## src/include/timer_wdt_pkg.sv

```systemverilog
/*
  Shared constants and types for the dual timer and watchdog block:
  register addresses, field positions, reset values, mode codes and
  the packed control records of a timer channel and of the watchdog.
  Assumes nothing of its surroundings; it is compiled before the design.
*/
package timer_wdt_pkg;

  // Register byte addresses on the peripheral bus.
  localparam logic [31:0] ADDR_CTRL0 = 32'hfff81000;
  localparam logic [31:0] ADDR_CTRL1 = 32'hfff81004;
  localparam logic [31:0] ADDR_RELOAD0 = 32'hfff81008;
  localparam logic [31:0] ADDR_RELOAD1 = 32'hfff8100c;
  localparam logic [31:0] ADDR_COUNT0 = 32'hfff81010;
  localparam logic [31:0] ADDR_COUNT1 = 32'hfff81014;
  localparam logic [31:0] ADDR_FLAGS = 32'hfff81018;
  localparam logic [31:0] ADDR_WD_CTRL = 32'hfff8101c;

  // Reset values of the writable registers.
  localparam logic [31:0] CTRL_RESET = 32'h00000005;
  localparam logic [31:0] WD_CTRL_RESET = 32'h00000400;

  // Channel control and status field positions.
  localparam int CH_OVERRIDE_BIT = 31;
  localparam int CH_ENABLE_BIT = 30;
  localparam int CH_IRQ_EN_BIT = 29;
  localparam int CH_MODE_MSB = 28;
  localparam int CH_MODE_LSB = 27;
  localparam int CH_CLEAR_BIT = 26;
  localparam int CH_ACTIVE_BIT = 25;
  localparam int CH_PRESCALE_MSB = 7;
  localparam int COUNT_MSB = 23;

  // Watchdog control field positions.
  localparam int WD_DIVIDE_BIT = 10;
  localparam int WD_OVERRIDE_BIT = 9;
  localparam int WD_TEST_BIT = 8;
  localparam int WD_ENABLE_BIT = 7;
  localparam int WD_IRQ_EN_BIT = 6;
  localparam int WD_SELECT_MSB = 5;
  localparam int WD_SELECT_LSB = 4;
  localparam int WD_IRQ_FLAG_BIT = 3;
  localparam int WD_RESET_FLAG_BIT = 2;
  localparam int WD_RESET_EN_BIT = 1;
  localparam int WD_RESTART_BIT = 0;

  // Channel operating mode codes; the fourth code is reserved.
  localparam logic [1:0] MODE_ONE_SHOT = 2'h0;
  localparam logic [1:0] MODE_PERIODIC = 2'h1;
  localparam logic [1:0] MODE_TOGGLE = 2'h2;

  // Watchdog counter geometry and timing counts in watchdog clocks.
  localparam int WD_WIDTH = 26;
  localparam int WD_HALF = 13;
  localparam logic [7:0] WD_DIVIDE_LAST = 8'hff;
  localparam logic [9:0] WD_RESET_DELAY_LAST = 10'h1ff;
  localparam logic [25:0] WD_LIMIT_SEL0 = 26'h0003fff;
  localparam logic [25:0] WD_LIMIT_SEL1 = 26'h000ffff;
  localparam logic [25:0] WD_LIMIT_SEL2 = 26'h003ffff;
  localparam logic [25:0] WD_LIMIT_SEL3 = 26'h00fffff;

  // Software-visible settings of one timer channel.
  typedef struct packed {
    logic debug_hold_override;
    logic count_enable;
    logic channel_irq_enable;
    logic [1:0] mode;
    logic [7:0] prescale;
  } chan_ctrl_type;

  // Software-visible settings of the watchdog.
  typedef struct packed {
    logic wd_clock_divide;
    logic debug_hold_override;
    logic wd_test_mode;
    logic wd_enable;
    logic wd_irq_enable;
    logic [1:0] wd_interval_select;
    logic wd_reset_enable;
  } wd_ctrl_type;

endpackage : timer_wdt_pkg

```

## src/dual_timer_and_watchdog.sv

```systemverilog
/*
  Two 24-bit down-counting timer channels with 8-bit prescalers and a
  watchdog timer, all reached through a peripheral-bus register slave.
  Assumes a single 50 MHz clock, bus inputs and the crystal input that
  are synchronous to it, and timer_wdt_pkg compiled beforehand.
*/

// What this block does
// - Channel freezes on debug unless override set.
// - Channel counts only while count enable set.
// - Enabled channel interrupt asserts on reaching zero.
// - Modes: one-shot, periodic, toggle; code three reserved.
// - Writing counter clear zeroes counters and enable.
// - Read-only active bit shows channel running.
// - Prescaler divides by prescale value plus one.
// - Counter reloads initial count on reaching zero.
// - Writing initial count restarts from new value.
// - Current count readable; valid when stopped.
// - Per-channel flag sets when counter reaches zero.
// - Flags ignore plain writes; writing one clears.
// - Watchdog clock is crystal, optionally divided.
// - Watchdog freezes on debug unless override set.
// - Test mode splits watchdog into two halves.
// - Clearing watchdog enable stops and clears counter.
// - Interval select picks two to fourteen..twenty.
// - Missed restart raises watchdog interrupt if enabled.
// - Reset issued delay after timeout if enabled.
// - Watchdog reset sets sticky reset flag.
// - Writing restart clears watchdog counter; self-clearing.
// - Two channels, each prescaler, counter, interrupt.
module dual_timer_and_watchdog (
  // Clock and reset.
  input wire logic clk,
  input wire logic resetn,
  // Peripheral register bus.
  input wire logic psel,
  input wire logic penable,
  input wire logic pwrite,
  input wire logic [31:0] paddr,
  input wire logic [31:0] pwdata,
  output logic [31:0] prdata,
  // Debug and crystal inputs.
  input wire logic debug_acknowledge_in,
  input wire logic xtal_in,
  // Timer outputs.
  output logic [1:0] timer_irq,
  output logic [1:0] timer_out,
  // Watchdog outputs.
  output logic wd_irq,
  output logic wd_system_reset
);

  // Decodes a write access to one register address.
  function automatic logic write_hit(input logic [31:0] addr);
    write_hit = psel && penable && pwrite && (paddr == addr);
  endfunction : write_hit

  // Bus access strobes.
  logic write_flags; // Write to the interrupt flag register.
  logic write_wd; // Write to the watchdog control register.
  logic [1:0] write_ctrl; // Write to a channel control register.
  logic [1:0] write_reload; // Write to a channel initial count register.

  // Per-channel state, one element per channel.
  timer_wdt_pkg::chan_ctrl_type ctrl [2]; // Channel settings.
  logic [7:0] presc [2]; // Prescale counter.
  logic [23:0] count [2]; // Current down count.
  logic [23:0] initial_count [2]; // Reload value.
  logic [1:0] flag; // Channel interrupt flags, bit per channel.
  logic [1:0] running; // Channel is counting this cycle.
  logic [1:0] expire; // Counter steps from one back to the reload value this cycle.

  // Write strobes decoded once, shared by every process.
  always_comb
  begin
    write_flags = write_hit(timer_wdt_pkg::ADDR_FLAGS);
    write_wd = write_hit(timer_wdt_pkg::ADDR_WD_CTRL);
    write_ctrl[0] = write_hit(timer_wdt_pkg::ADDR_CTRL0);
    write_ctrl[1] = write_hit(timer_wdt_pkg::ADDR_CTRL1);
    write_reload[0] = write_hit(timer_wdt_pkg::ADDR_RELOAD0);
    write_reload[1] = write_hit(timer_wdt_pkg::ADDR_RELOAD1);
  end

  // Both channels are identical; each has its own prescaler and counter.
  genvar i;
  generate
    for (i = 0; i < 2; i++)
    begin : g_chan
      logic tick; // Prescaler has completed a division period.
      logic clear_req; // Software writes one to the counter clear bit.
      logic [1:0] next_mode; // Mode field of the written word.

      // The counter runs only when enabled and not frozen by debug.
      always_comb
      begin
        running[i] = ctrl[i].count_enable
          && (ctrl[i].debug_hold_override || !debug_acknowledge_in);
        tick = running[i] && (presc[i] == ctrl[i].prescale);
        expire[i] = tick && (count[i] == 24'h000001);
        clear_req = write_ctrl[i] && pwdata[timer_wdt_pkg::CH_CLEAR_BIT];
        next_mode = pwdata[timer_wdt_pkg::CH_MODE_MSB:timer_wdt_pkg::CH_MODE_LSB];
      end

      // Control fields. A software write wins over the one-shot self clear,
      // so a write that restarts a channel is never undone by a stale expiry.
      always_ff @(posedge clk or negedge resetn)
      begin
        if (!resetn)
        begin
          ctrl[i] <= '{
            debug_hold_override: timer_wdt_pkg::CTRL_RESET[timer_wdt_pkg::CH_OVERRIDE_BIT],
            count_enable: timer_wdt_pkg::CTRL_RESET[timer_wdt_pkg::CH_ENABLE_BIT],
            channel_irq_enable: timer_wdt_pkg::CTRL_RESET[timer_wdt_pkg::CH_IRQ_EN_BIT],
            mode: timer_wdt_pkg::CTRL_RESET[timer_wdt_pkg::CH_MODE_MSB:
                                            timer_wdt_pkg::CH_MODE_LSB],
            prescale: timer_wdt_pkg::CTRL_RESET[timer_wdt_pkg::CH_PRESCALE_MSB:0]
          };
        end
        else if (write_ctrl[i])
        begin
          ctrl[i].debug_hold_override <= pwdata[timer_wdt_pkg::CH_OVERRIDE_BIT];
          // Counter clear forces the enable low whatever else is written.
          ctrl[i].count_enable <= pwdata[timer_wdt_pkg::CH_ENABLE_BIT]
            && !clear_req;
          ctrl[i].channel_irq_enable <= pwdata[timer_wdt_pkg::CH_IRQ_EN_BIT];
          ctrl[i].mode <= next_mode;
          ctrl[i].prescale <= pwdata[timer_wdt_pkg::CH_PRESCALE_MSB:0];
        end
        else if (expire[i] && (ctrl[i].mode == timer_wdt_pkg::MODE_ONE_SHOT))
        begin
          // One-shot: stop after the single expiry.
          ctrl[i].count_enable <= 1'b0;
        end
      end

      // Prescale counter: counts clocks from zero up to the prescale value.
      always_ff @(posedge clk or negedge resetn)
      begin
        if (!resetn)
          presc[i] <= 8'h00;
        else if (clear_req || write_reload[i])
          presc[i] <= 8'h00;
        else if (tick)
          presc[i] <= 8'h00;
        else if (running[i])
          presc[i] <= presc[i] + 8'h01;
      end

      // Initial count register.
      always_ff @(posedge clk or negedge resetn)
      begin
        if (!resetn)
          initial_count[i] <= 24'h000000;
        else if (write_reload[i])
          initial_count[i] <= pwdata[timer_wdt_pkg::COUNT_MSB:0];
      end

      // Down counter. A zero count (after reset or clear) reloads on the
      // next tick without an expiry, so a fresh enable starts a full period.
      always_ff @(posedge clk or negedge resetn)
      begin
        if (!resetn)
          count[i] <= 24'h000000;
        else if (clear_req)
          count[i] <= 24'h000000;
        else if (write_reload[i])
          count[i] <= pwdata[timer_wdt_pkg::COUNT_MSB:0];
        else if (tick)
        begin
          if (count[i] <= 24'h000001)
            count[i] <= initial_count[i];
          else
            count[i] <= count[i] - 24'h000001;
        end
      end

      // Interrupt flag: an expiry in the clearing cycle keeps the flag set.
      always_ff @(posedge clk or negedge resetn)
      begin
        if (!resetn)
          flag[i] <= 1'b0;
        else if (expire[i])
          flag[i] <= 1'b1;
        else if (write_flags && pwdata[i])
          flag[i] <= 1'b0;
      end

      // Registered interrupt and square-wave outputs. The reserved mode
      // behaves as periodic, which is the harmless reading.
      always_ff @(posedge clk or negedge resetn)
      begin
        if (!resetn)
        begin
          timer_irq[i] <= 1'b0;
          timer_out[i] <= 1'b0;
        end
        else
        begin
          timer_irq[i] <= (flag[i] || expire[i]) && ctrl[i].channel_irq_enable;
          if (expire[i] && (ctrl[i].mode == timer_wdt_pkg::MODE_TOGGLE))
            timer_out[i] <= !timer_out[i];
        end
      end
    end
  endgenerate

  // Watchdog state.
  timer_wdt_pkg::wd_ctrl_type wd; // Watchdog settings.
  logic xtal_q; // Previous crystal level, for edge detection.
  logic [7:0] wd_div; // Divide-by-256 prescaler.
  logic [25:0] wd_cnt; // Up counter, split in two halves in test mode.
  logic [25:0] wd_limit; // Last count before the selected timeout.
  logic [9:0] wd_delay; // Watchdog clocks since timeout.
  logic wd_timed_out; // Timeout passed, reset pending.
  logic wd_irq_flag; // Sticky watchdog interrupt flag.
  logic wd_reset_flag; // Sticky watchdog reset flag.
  logic wd_step; // Crystal edge while counting is allowed.
  logic wd_tick; // One watchdog clock.
  logic wd_restart; // Software restart request.
  logic wd_timeout; // Timeout reached this tick.
  logic wd_overflow; // A test-mode half wraps this tick.
  logic wd_fire; // Reset delay has run out.

  // Watchdog clock and event decode.
  always_comb
  begin
    wd_step = xtal_in && !xtal_q && wd.wd_enable
      && (wd.debug_hold_override || !debug_acknowledge_in);
    // Test mode ignores the divider to keep test time short.
    wd_tick = wd_step && (wd.wd_test_mode || !wd.wd_clock_divide
      || (wd_div == timer_wdt_pkg::WD_DIVIDE_LAST));
    case (wd.wd_interval_select)
      2'h0: wd_limit = timer_wdt_pkg::WD_LIMIT_SEL0;
      2'h1: wd_limit = timer_wdt_pkg::WD_LIMIT_SEL1;
      2'h2: wd_limit = timer_wdt_pkg::WD_LIMIT_SEL2;
      default: wd_limit = timer_wdt_pkg::WD_LIMIT_SEL3;
    endcase
    wd_restart = write_wd && pwdata[timer_wdt_pkg::WD_RESTART_BIT];
    wd_timeout = wd_tick && !wd.wd_test_mode && !wd_timed_out
      && (wd_cnt == wd_limit);
    wd_overflow = wd_tick && wd.wd_test_mode
      && ((&wd_cnt[timer_wdt_pkg::WD_HALF - 1:0])
      || (&wd_cnt[timer_wdt_pkg::WD_WIDTH - 1:timer_wdt_pkg::WD_HALF]));
    wd_fire = wd_tick && wd_timed_out && wd.wd_reset_enable
      && (wd_delay == timer_wdt_pkg::WD_RESET_DELAY_LAST);
  end

  // Watchdog control register; restart is a strobe and is not stored.
  always_ff @(posedge clk or negedge resetn)
  begin
    if (!resetn)
    begin
      wd <= '{
        wd_clock_divide: timer_wdt_pkg::WD_CTRL_RESET[timer_wdt_pkg::WD_DIVIDE_BIT],
        debug_hold_override: timer_wdt_pkg::WD_CTRL_RESET[timer_wdt_pkg::WD_OVERRIDE_BIT],
        wd_test_mode: timer_wdt_pkg::WD_CTRL_RESET[timer_wdt_pkg::WD_TEST_BIT],
        wd_enable: timer_wdt_pkg::WD_CTRL_RESET[timer_wdt_pkg::WD_ENABLE_BIT],
        wd_irq_enable: timer_wdt_pkg::WD_CTRL_RESET[timer_wdt_pkg::WD_IRQ_EN_BIT],
        wd_interval_select: timer_wdt_pkg::WD_CTRL_RESET[timer_wdt_pkg::WD_SELECT_MSB:
                                                        timer_wdt_pkg::WD_SELECT_LSB],
        wd_reset_enable: timer_wdt_pkg::WD_CTRL_RESET[timer_wdt_pkg::WD_RESET_EN_BIT]
      };
    end
    else if (write_wd)
    begin
      wd.wd_clock_divide <= pwdata[timer_wdt_pkg::WD_DIVIDE_BIT];
      wd.debug_hold_override <= pwdata[timer_wdt_pkg::WD_OVERRIDE_BIT];
      wd.wd_test_mode <= pwdata[timer_wdt_pkg::WD_TEST_BIT];
      wd.wd_enable <= pwdata[timer_wdt_pkg::WD_ENABLE_BIT];
      wd.wd_irq_enable <= pwdata[timer_wdt_pkg::WD_IRQ_EN_BIT];
      wd.wd_interval_select <= pwdata[timer_wdt_pkg::WD_SELECT_MSB:
                                      timer_wdt_pkg::WD_SELECT_LSB];
      wd.wd_reset_enable <= pwdata[timer_wdt_pkg::WD_RESET_EN_BIT];
    end
  end

  // Crystal edge detector and the divide-by-256 prescaler.
  always_ff @(posedge clk or negedge resetn)
  begin
    if (!resetn)
    begin
      xtal_q <= 1'b0;
      wd_div <= 8'h00;
    end
    else
    begin
      xtal_q <= xtal_in;
      if (!wd.wd_enable || wd_restart)
        wd_div <= 8'h00;
      else if (wd_step)
        wd_div <= wd_div + 8'h01;
    end
  end

  // Watchdog counter; a fired reset starts the watchdog over.
  always_ff @(posedge clk or negedge resetn)
  begin
    if (!resetn)
      wd_cnt <= 26'h0000000;
    else if (!wd.wd_enable || wd_restart || wd_fire)
      wd_cnt <= 26'h0000000;
    else if (wd_tick && wd.wd_test_mode)
    begin
      // Two independent halves, each wrapping on its own.
      wd_cnt <= {wd_cnt[25:13] + 13'h0001, wd_cnt[12:0] + 13'h0001};
    end
    else if (wd_tick && !wd_timed_out)
      wd_cnt <= wd_cnt + 26'h0000001;
  end

  // Timeout latch and the delay from timeout to system reset.
  always_ff @(posedge clk or negedge resetn)
  begin
    if (!resetn)
    begin
      wd_timed_out <= 1'b0;
      wd_delay <= 10'h000;
    end
    else if (!wd.wd_enable || wd_restart || wd_fire)
    begin
      wd_timed_out <= 1'b0;
      wd_delay <= 10'h000;
    end
    else if (wd_timeout)
      wd_timed_out <= 1'b1;
    else if (wd_tick && wd_timed_out && (wd_delay != timer_wdt_pkg::WD_RESET_DELAY_LAST))
      wd_delay <= wd_delay + 10'h001;
  end

  // Sticky flags: a hardware set in the clearing cycle wins.
  always_ff @(posedge clk or negedge resetn)
  begin
    if (!resetn)
    begin
      wd_irq_flag <= 1'b0;
      wd_reset_flag <= 1'b0;
    end
    else
    begin
      if (wd_timeout || wd_overflow)
        wd_irq_flag <= 1'b1;
      else if (write_wd && pwdata[timer_wdt_pkg::WD_IRQ_FLAG_BIT])
        wd_irq_flag <= 1'b0;
      if (wd_fire)
        wd_reset_flag <= 1'b1;
      else if (write_wd && pwdata[timer_wdt_pkg::WD_RESET_FLAG_BIT])
        wd_reset_flag <= 1'b0;
    end
  end

  // Registered watchdog outputs; the system reset is a one-cycle pulse.
  always_ff @(posedge clk or negedge resetn)
  begin
    if (!resetn)
    begin
      wd_irq <= 1'b0;
      wd_system_reset <= 1'b0;
    end
    else
    begin
      wd_irq <= wd_irq_flag && wd.wd_irq_enable;
      wd_system_reset <= wd_fire;
    end
  end

  // Read data is captured in the setup phase and held for the access
  // phase; unmapped addresses and reserved bits read as zero.
  always_ff @(posedge clk or negedge resetn)
  begin
    if (!resetn)
      prdata <= 32'h00000000;
    else if (psel && !penable && !pwrite)
    begin
      case (paddr)
        timer_wdt_pkg::ADDR_CTRL0,
        timer_wdt_pkg::ADDR_CTRL1:
          prdata <= {ctrl[paddr[2]].debug_hold_override, ctrl[paddr[2]].count_enable,
            ctrl[paddr[2]].channel_irq_enable, ctrl[paddr[2]].mode, 1'b0,
            running[paddr[2]], 17'h00000, ctrl[paddr[2]].prescale};
        timer_wdt_pkg::ADDR_RELOAD0: prdata <= {8'h00, initial_count[0]};
        timer_wdt_pkg::ADDR_RELOAD1: prdata <= {8'h00, initial_count[1]};
        timer_wdt_pkg::ADDR_COUNT0: prdata <= {8'h00, count[0]};
        timer_wdt_pkg::ADDR_COUNT1: prdata <= {8'h00, count[1]};
        timer_wdt_pkg::ADDR_FLAGS: prdata <= {30'h00000000, flag};
        timer_wdt_pkg::ADDR_WD_CTRL:
          prdata <= {21'h000000, wd.wd_clock_divide, wd.debug_hold_override,
            wd.wd_test_mode, wd.wd_enable, wd.wd_irq_enable, wd.wd_interval_select,
            wd_irq_flag, wd_reset_flag, wd.wd_reset_enable, 1'b0};
        default: prdata <= 32'h00000000;
      endcase
    end
  end

endmodule : dual_timer_and_watchdog

```

## config.mk

```make
export PLATFORM = sky130hd
export DESIGN_NAME = dual_timer_and_watchdog
export DESIGN_NICKNAME = d
export VERILOG_FILES = /design/src/include/timer_wdt_pkg.sv /design/src/dual_timer_and_watchdog.sv
export SDC_FILE = /design/constraint.sdc
export NUM_CORES = 1
export LEC_CHECK = 0
export BUFFER_PORTS_ARGS = -buffer_cell sky130_fd_sc_hd__buf_4
export CAP_MARGIN = 20
export CORE_MARGIN = 10
export CORE_UTILIZATION = 36
export CTS_BUF_LIST = sky130_fd_sc_hd__clkbuf_2
export DETAILED_ROUTE_END_ITERATION = 16
export GPL_TIMING_DRIVEN = 0
export PLACE_DENSITY = 0.64
export RECOVER_POWER = 100
export SETUP_SLACK_MARGIN = 0.5
export SLEW_MARGIN = 20
export SYNTH_ARGS = -nofsm -noshare
export SYNTH_HDL_FRONTEND = slang
export SYNTH_SLANG_ARGS = --single-unit
```

## constraint.sdc

```tcl
create_clock -name clk -period 3.6 [get_ports clk]
set_clock_uncertainty 0.15 [all_clocks]
set_input_delay 0 -clock clk [delete_from_list [all_inputs] [get_ports clk]]
set_output_delay 0 -clock clk [all_outputs]
set_load 0.03 [all_outputs]
```

==> out/metrics.yaml <==
status: "complete, no violations"
core_area_um2: 34370
grt_first_pass_wirelength_mm: 64.54
async_flop_share_pct: 100.0
crit_start: "paddr[31]"
die-height_um: 206.1
multi_input_comb_area_um2: 6237
post_synth_instance_area_um2: 12470
die_w_um: 206.1
timing.max_cap.violations: 0
worst_max_slew_pin_slew_ps: 1420
vdd_drop_max_mv: 0.1857
worst_setup_path_end_kind: "flop"
pin_count_of_the_biggest_net_entering_global_routing: 101
detail_route.first_pass.iterations: 6
synth-main-ff-cell: "dfrtp_1"
io_pins: 109
clk_pin_slew_ps: 100
post_synth_inst_count: 1375
power_per_cell_area_nw_per_um2: 311.4
ctsHtreeMaxLevel: 3
report.final.setup_viol: 0
rsz_0062_raised_after_global_routing: "true"
yosysTopAreaCellShare_pct: 45.56
worst-r2r-setup-slack_ps: 450
timing.max_slew.rel_slack_pct: 5.364
via_per_instance_ratio: 5.484
route.top_layer_used: "met5"
ff_latch_area_um2: 5812
max-clock-path-buffers: 3
path_class: "input port to flop"
final.setup.worst_slack_ps: 262.1
ff2ff_path_depth: 9
globalRoute.totalOverflow: 0
synth_seq_cells: 232
layout_worst_path_cycle_share_pct: 92.72
synth_enable_flop_cells: 0
launching_element_type_of_the_critical_path: "input port"
postPlaceCellArea_um2: 13880
die-area_um2: 42470
routedWlPerCell_um: 19.13
cts_sinks: 232
dr_wl_met2_mm: 19.15
floorplan.initialDensity_pct: 36.27
yosysUniqueCellTypes: 65
drt_first_iter_violations: 1126
maxSlewViolCount: 0
placement.io_buffers: 103
crit_end: "count[5]"
finalSetupTns_ps: 0
regToRegStartpoint: "count[35]"
place_congestion: 0.9387
critical_path_arrival_ps: 3930
detail_route.wirelength_mm: 41.50
grt_pass1_vias: 11440
power.total_mw: 4.822
cts-buffers-inserted: 67
critical_path_required_ps: 4190
final-hold-violation-count: 0
number_of_antenna_violations_at_the_first_check_in_global_routing: 2
synth_largest_area_cell: "dfrtp_1"
rows: 68
cts_root_buffer: "clkbuf_2"
post_route_cells_drive_above_1_share_pct: 14.94
fin_worst_hold_slack_ps: 3.490
yosys-top-cells-area: "dfrtp_1, nand2_1, o21ai_0"
routed-via-count: 11890
placed_cells: 1936
tritoncts: "yes"
syn_to_final_growth_pct: 24.23
stdcell_count: 2169
worstHoldPathType: "input port to flop"
final_nets: 1749
synth.avg_cell_area_um2: 9.067
critical_path_peak_fanout: 10
dp.final_hpwl_mm: 29.43
seq_area_frac_synth_pct: 46.62
fill_cells: 3409
wl_met1_mm: 17.53
fin_area_um2: 15490
period_minus_slack_ps: 3338
route.antenna.remaining_nets: 0
final_util_pct: 45.06
drcViolationCount: 0
worst_skew_pair.late_latency_ps: 960
worstReg2RegEnd: "count[40]"
dp_worst_setup_slack_ps: -109.3
power_leakage_nw: 7.018
met3RoutedLength_mm: 3.541
grt_usage_pct: 19.34
number_of_warnings_reported_in_the_yosys_synthesis_log: 0
max_freq_mhz: 299.6
min_path_cells: 7
==> critical path, cell delays in order <==
cell           delay, ps
dlygate4sd3_1        520
clkbuf_4             120
nand4_1              150
dlygate4sd3_1        660
or3_1                310
clkbuf_1             200
clkbuf_1             260
nor4_1               440
dlygate4sd3_1        860
buf_2                340
a21oi_1               70
==> sequential cells by signal (all words and copies together) (netlist names), 2 cells and up <==
register and flops:
initial_count 48, count 48, presc 16, wd_div 8, wd_cnt 26, wd 8, flag 2, timer_irq 2
ctrl 26, prdata 30, wd_delay 10, timer_out 2
==> cells in the mapped netlist, types with 5 or more instances <==
library cell,count
nand2_1,228
dfrtp_1,227
nor2_1,122
o21ai_0,96
a21oi_1,94
clkbuf_1,53
xor2_1,50
nor3_1,36
mux2_2,35
nand3_1,35
xnor2_1,35
nand4_1,32
inv_1,24
mux2i_1,24
buf_2,21
or4_1,18
nor4_1,17
a221oi_1,15
a22o_1,15
or3_1,15
a22oi_1,13
o31ai_1,12
and3_1,11
ha_1,10
a222oi_1,9
and4_1,8
o211a_1,8
a211o_1,7
a21o_1,7
nand3b_1,7
o21ai_1,7
or2_2,7
o21a_1,6
and2_1,5
dfstp_2,5
==> cell usage in the layout, fill, tap and decap left out, types with 16 or more instances in the layout <==
master and count:
nand2_1 228, dfrtp_1 227, nor2_1 121, dlygate4sd3_1 109, clkbuf_2 101, o21ai_0 100, clkbuf_1 99, a21oi_1 93
buf_4 73, xor2_1 50, nor3_1 37, nand3_1 35, xnor2_1 35, mux2_2 35, nand4_1 32, inv_1 24
mux2i_1 24, nor4_1 17, or4_1 16
==> how the worst min path moves through the flow <==
stage,from,to,slack [ps]
2_1_floorplan,resetn,count[0],-450
3_3_place_gp,xtal_in,xtal_q,-10
3_5_place_dp,resetn,count[41],-200
4_1_cts,paddr[18],wd[0],-7
5_1_grt,paddr[18],wd[6],-20
6_report,paddr[18],wd[0],3
==> area by class of cell <==
type | count | share of cell area [%]
Antenna cell | 1 | 0.01616
Buffer | 80 | 2.181
Clock buffer | 99 | 3.199
Clock inverter | 15 | 0.5574
Inverter | 24 | 0.5817
Multi-Input combinational cell | 1040 | 40.27
Sequential cell | 232 | 37.53
Tap cell | 455 | 3.676
Timing Repair Buffer | 223 | 11.99
==> what timing repair did <==
action | CTS | global route
pin swaps | 1 | 2
hold buffers | 110 | 0
gates resized for setup | 8 | 18
endpoints found under the setup margin | 24 | 36
endpoints found under the hold margin | 440 | 0
gates cloned | 0 | 0
buffers inserted | 3 | 5
==> per-layer routing <==
layer | vias to the layer above | GRT usage (%)
li1 | 5539 | -
met1 | 5760 | 25.21
met2 | 500 | 30.27
met3 | 93 | 4.326
met4 | 2 | 8.470
met5 | - | 0
==> power breakdown <==
part / leakage (nW) / switching [mW] / total, mW / internal (mW)
registers: 3.20 / 0.0000991 / 2.60 / 2.60
logic: 3.37 / 0.137 / 0.262 / 0.125
clock network: 0.454 / 1.16 / 1.95 / 0.797
total: 7.02 / 1.30 / 4.82 / 3.53
==> kinds of logic after synthesis <==
| group | count (synthesis) | synth area share, % |
|---|---|---|
| AO/OA/AOI/OAI | 318 | 16.22 |
| adder cells (fa/ha/maj) | 10 | 1.004 |
| flip-flops | 232 | 46.62 |
| AND/OR/NAND/NOR | 563 | 21.34 |
| buffers and inverters | 104 | 3.462 |
| multiplexers | 62 | 5.359 |
| other | 1 | 0.03008 |
| XOR/XNOR | 85 | 5.971 |
Power figures use the tool's default switching activity.
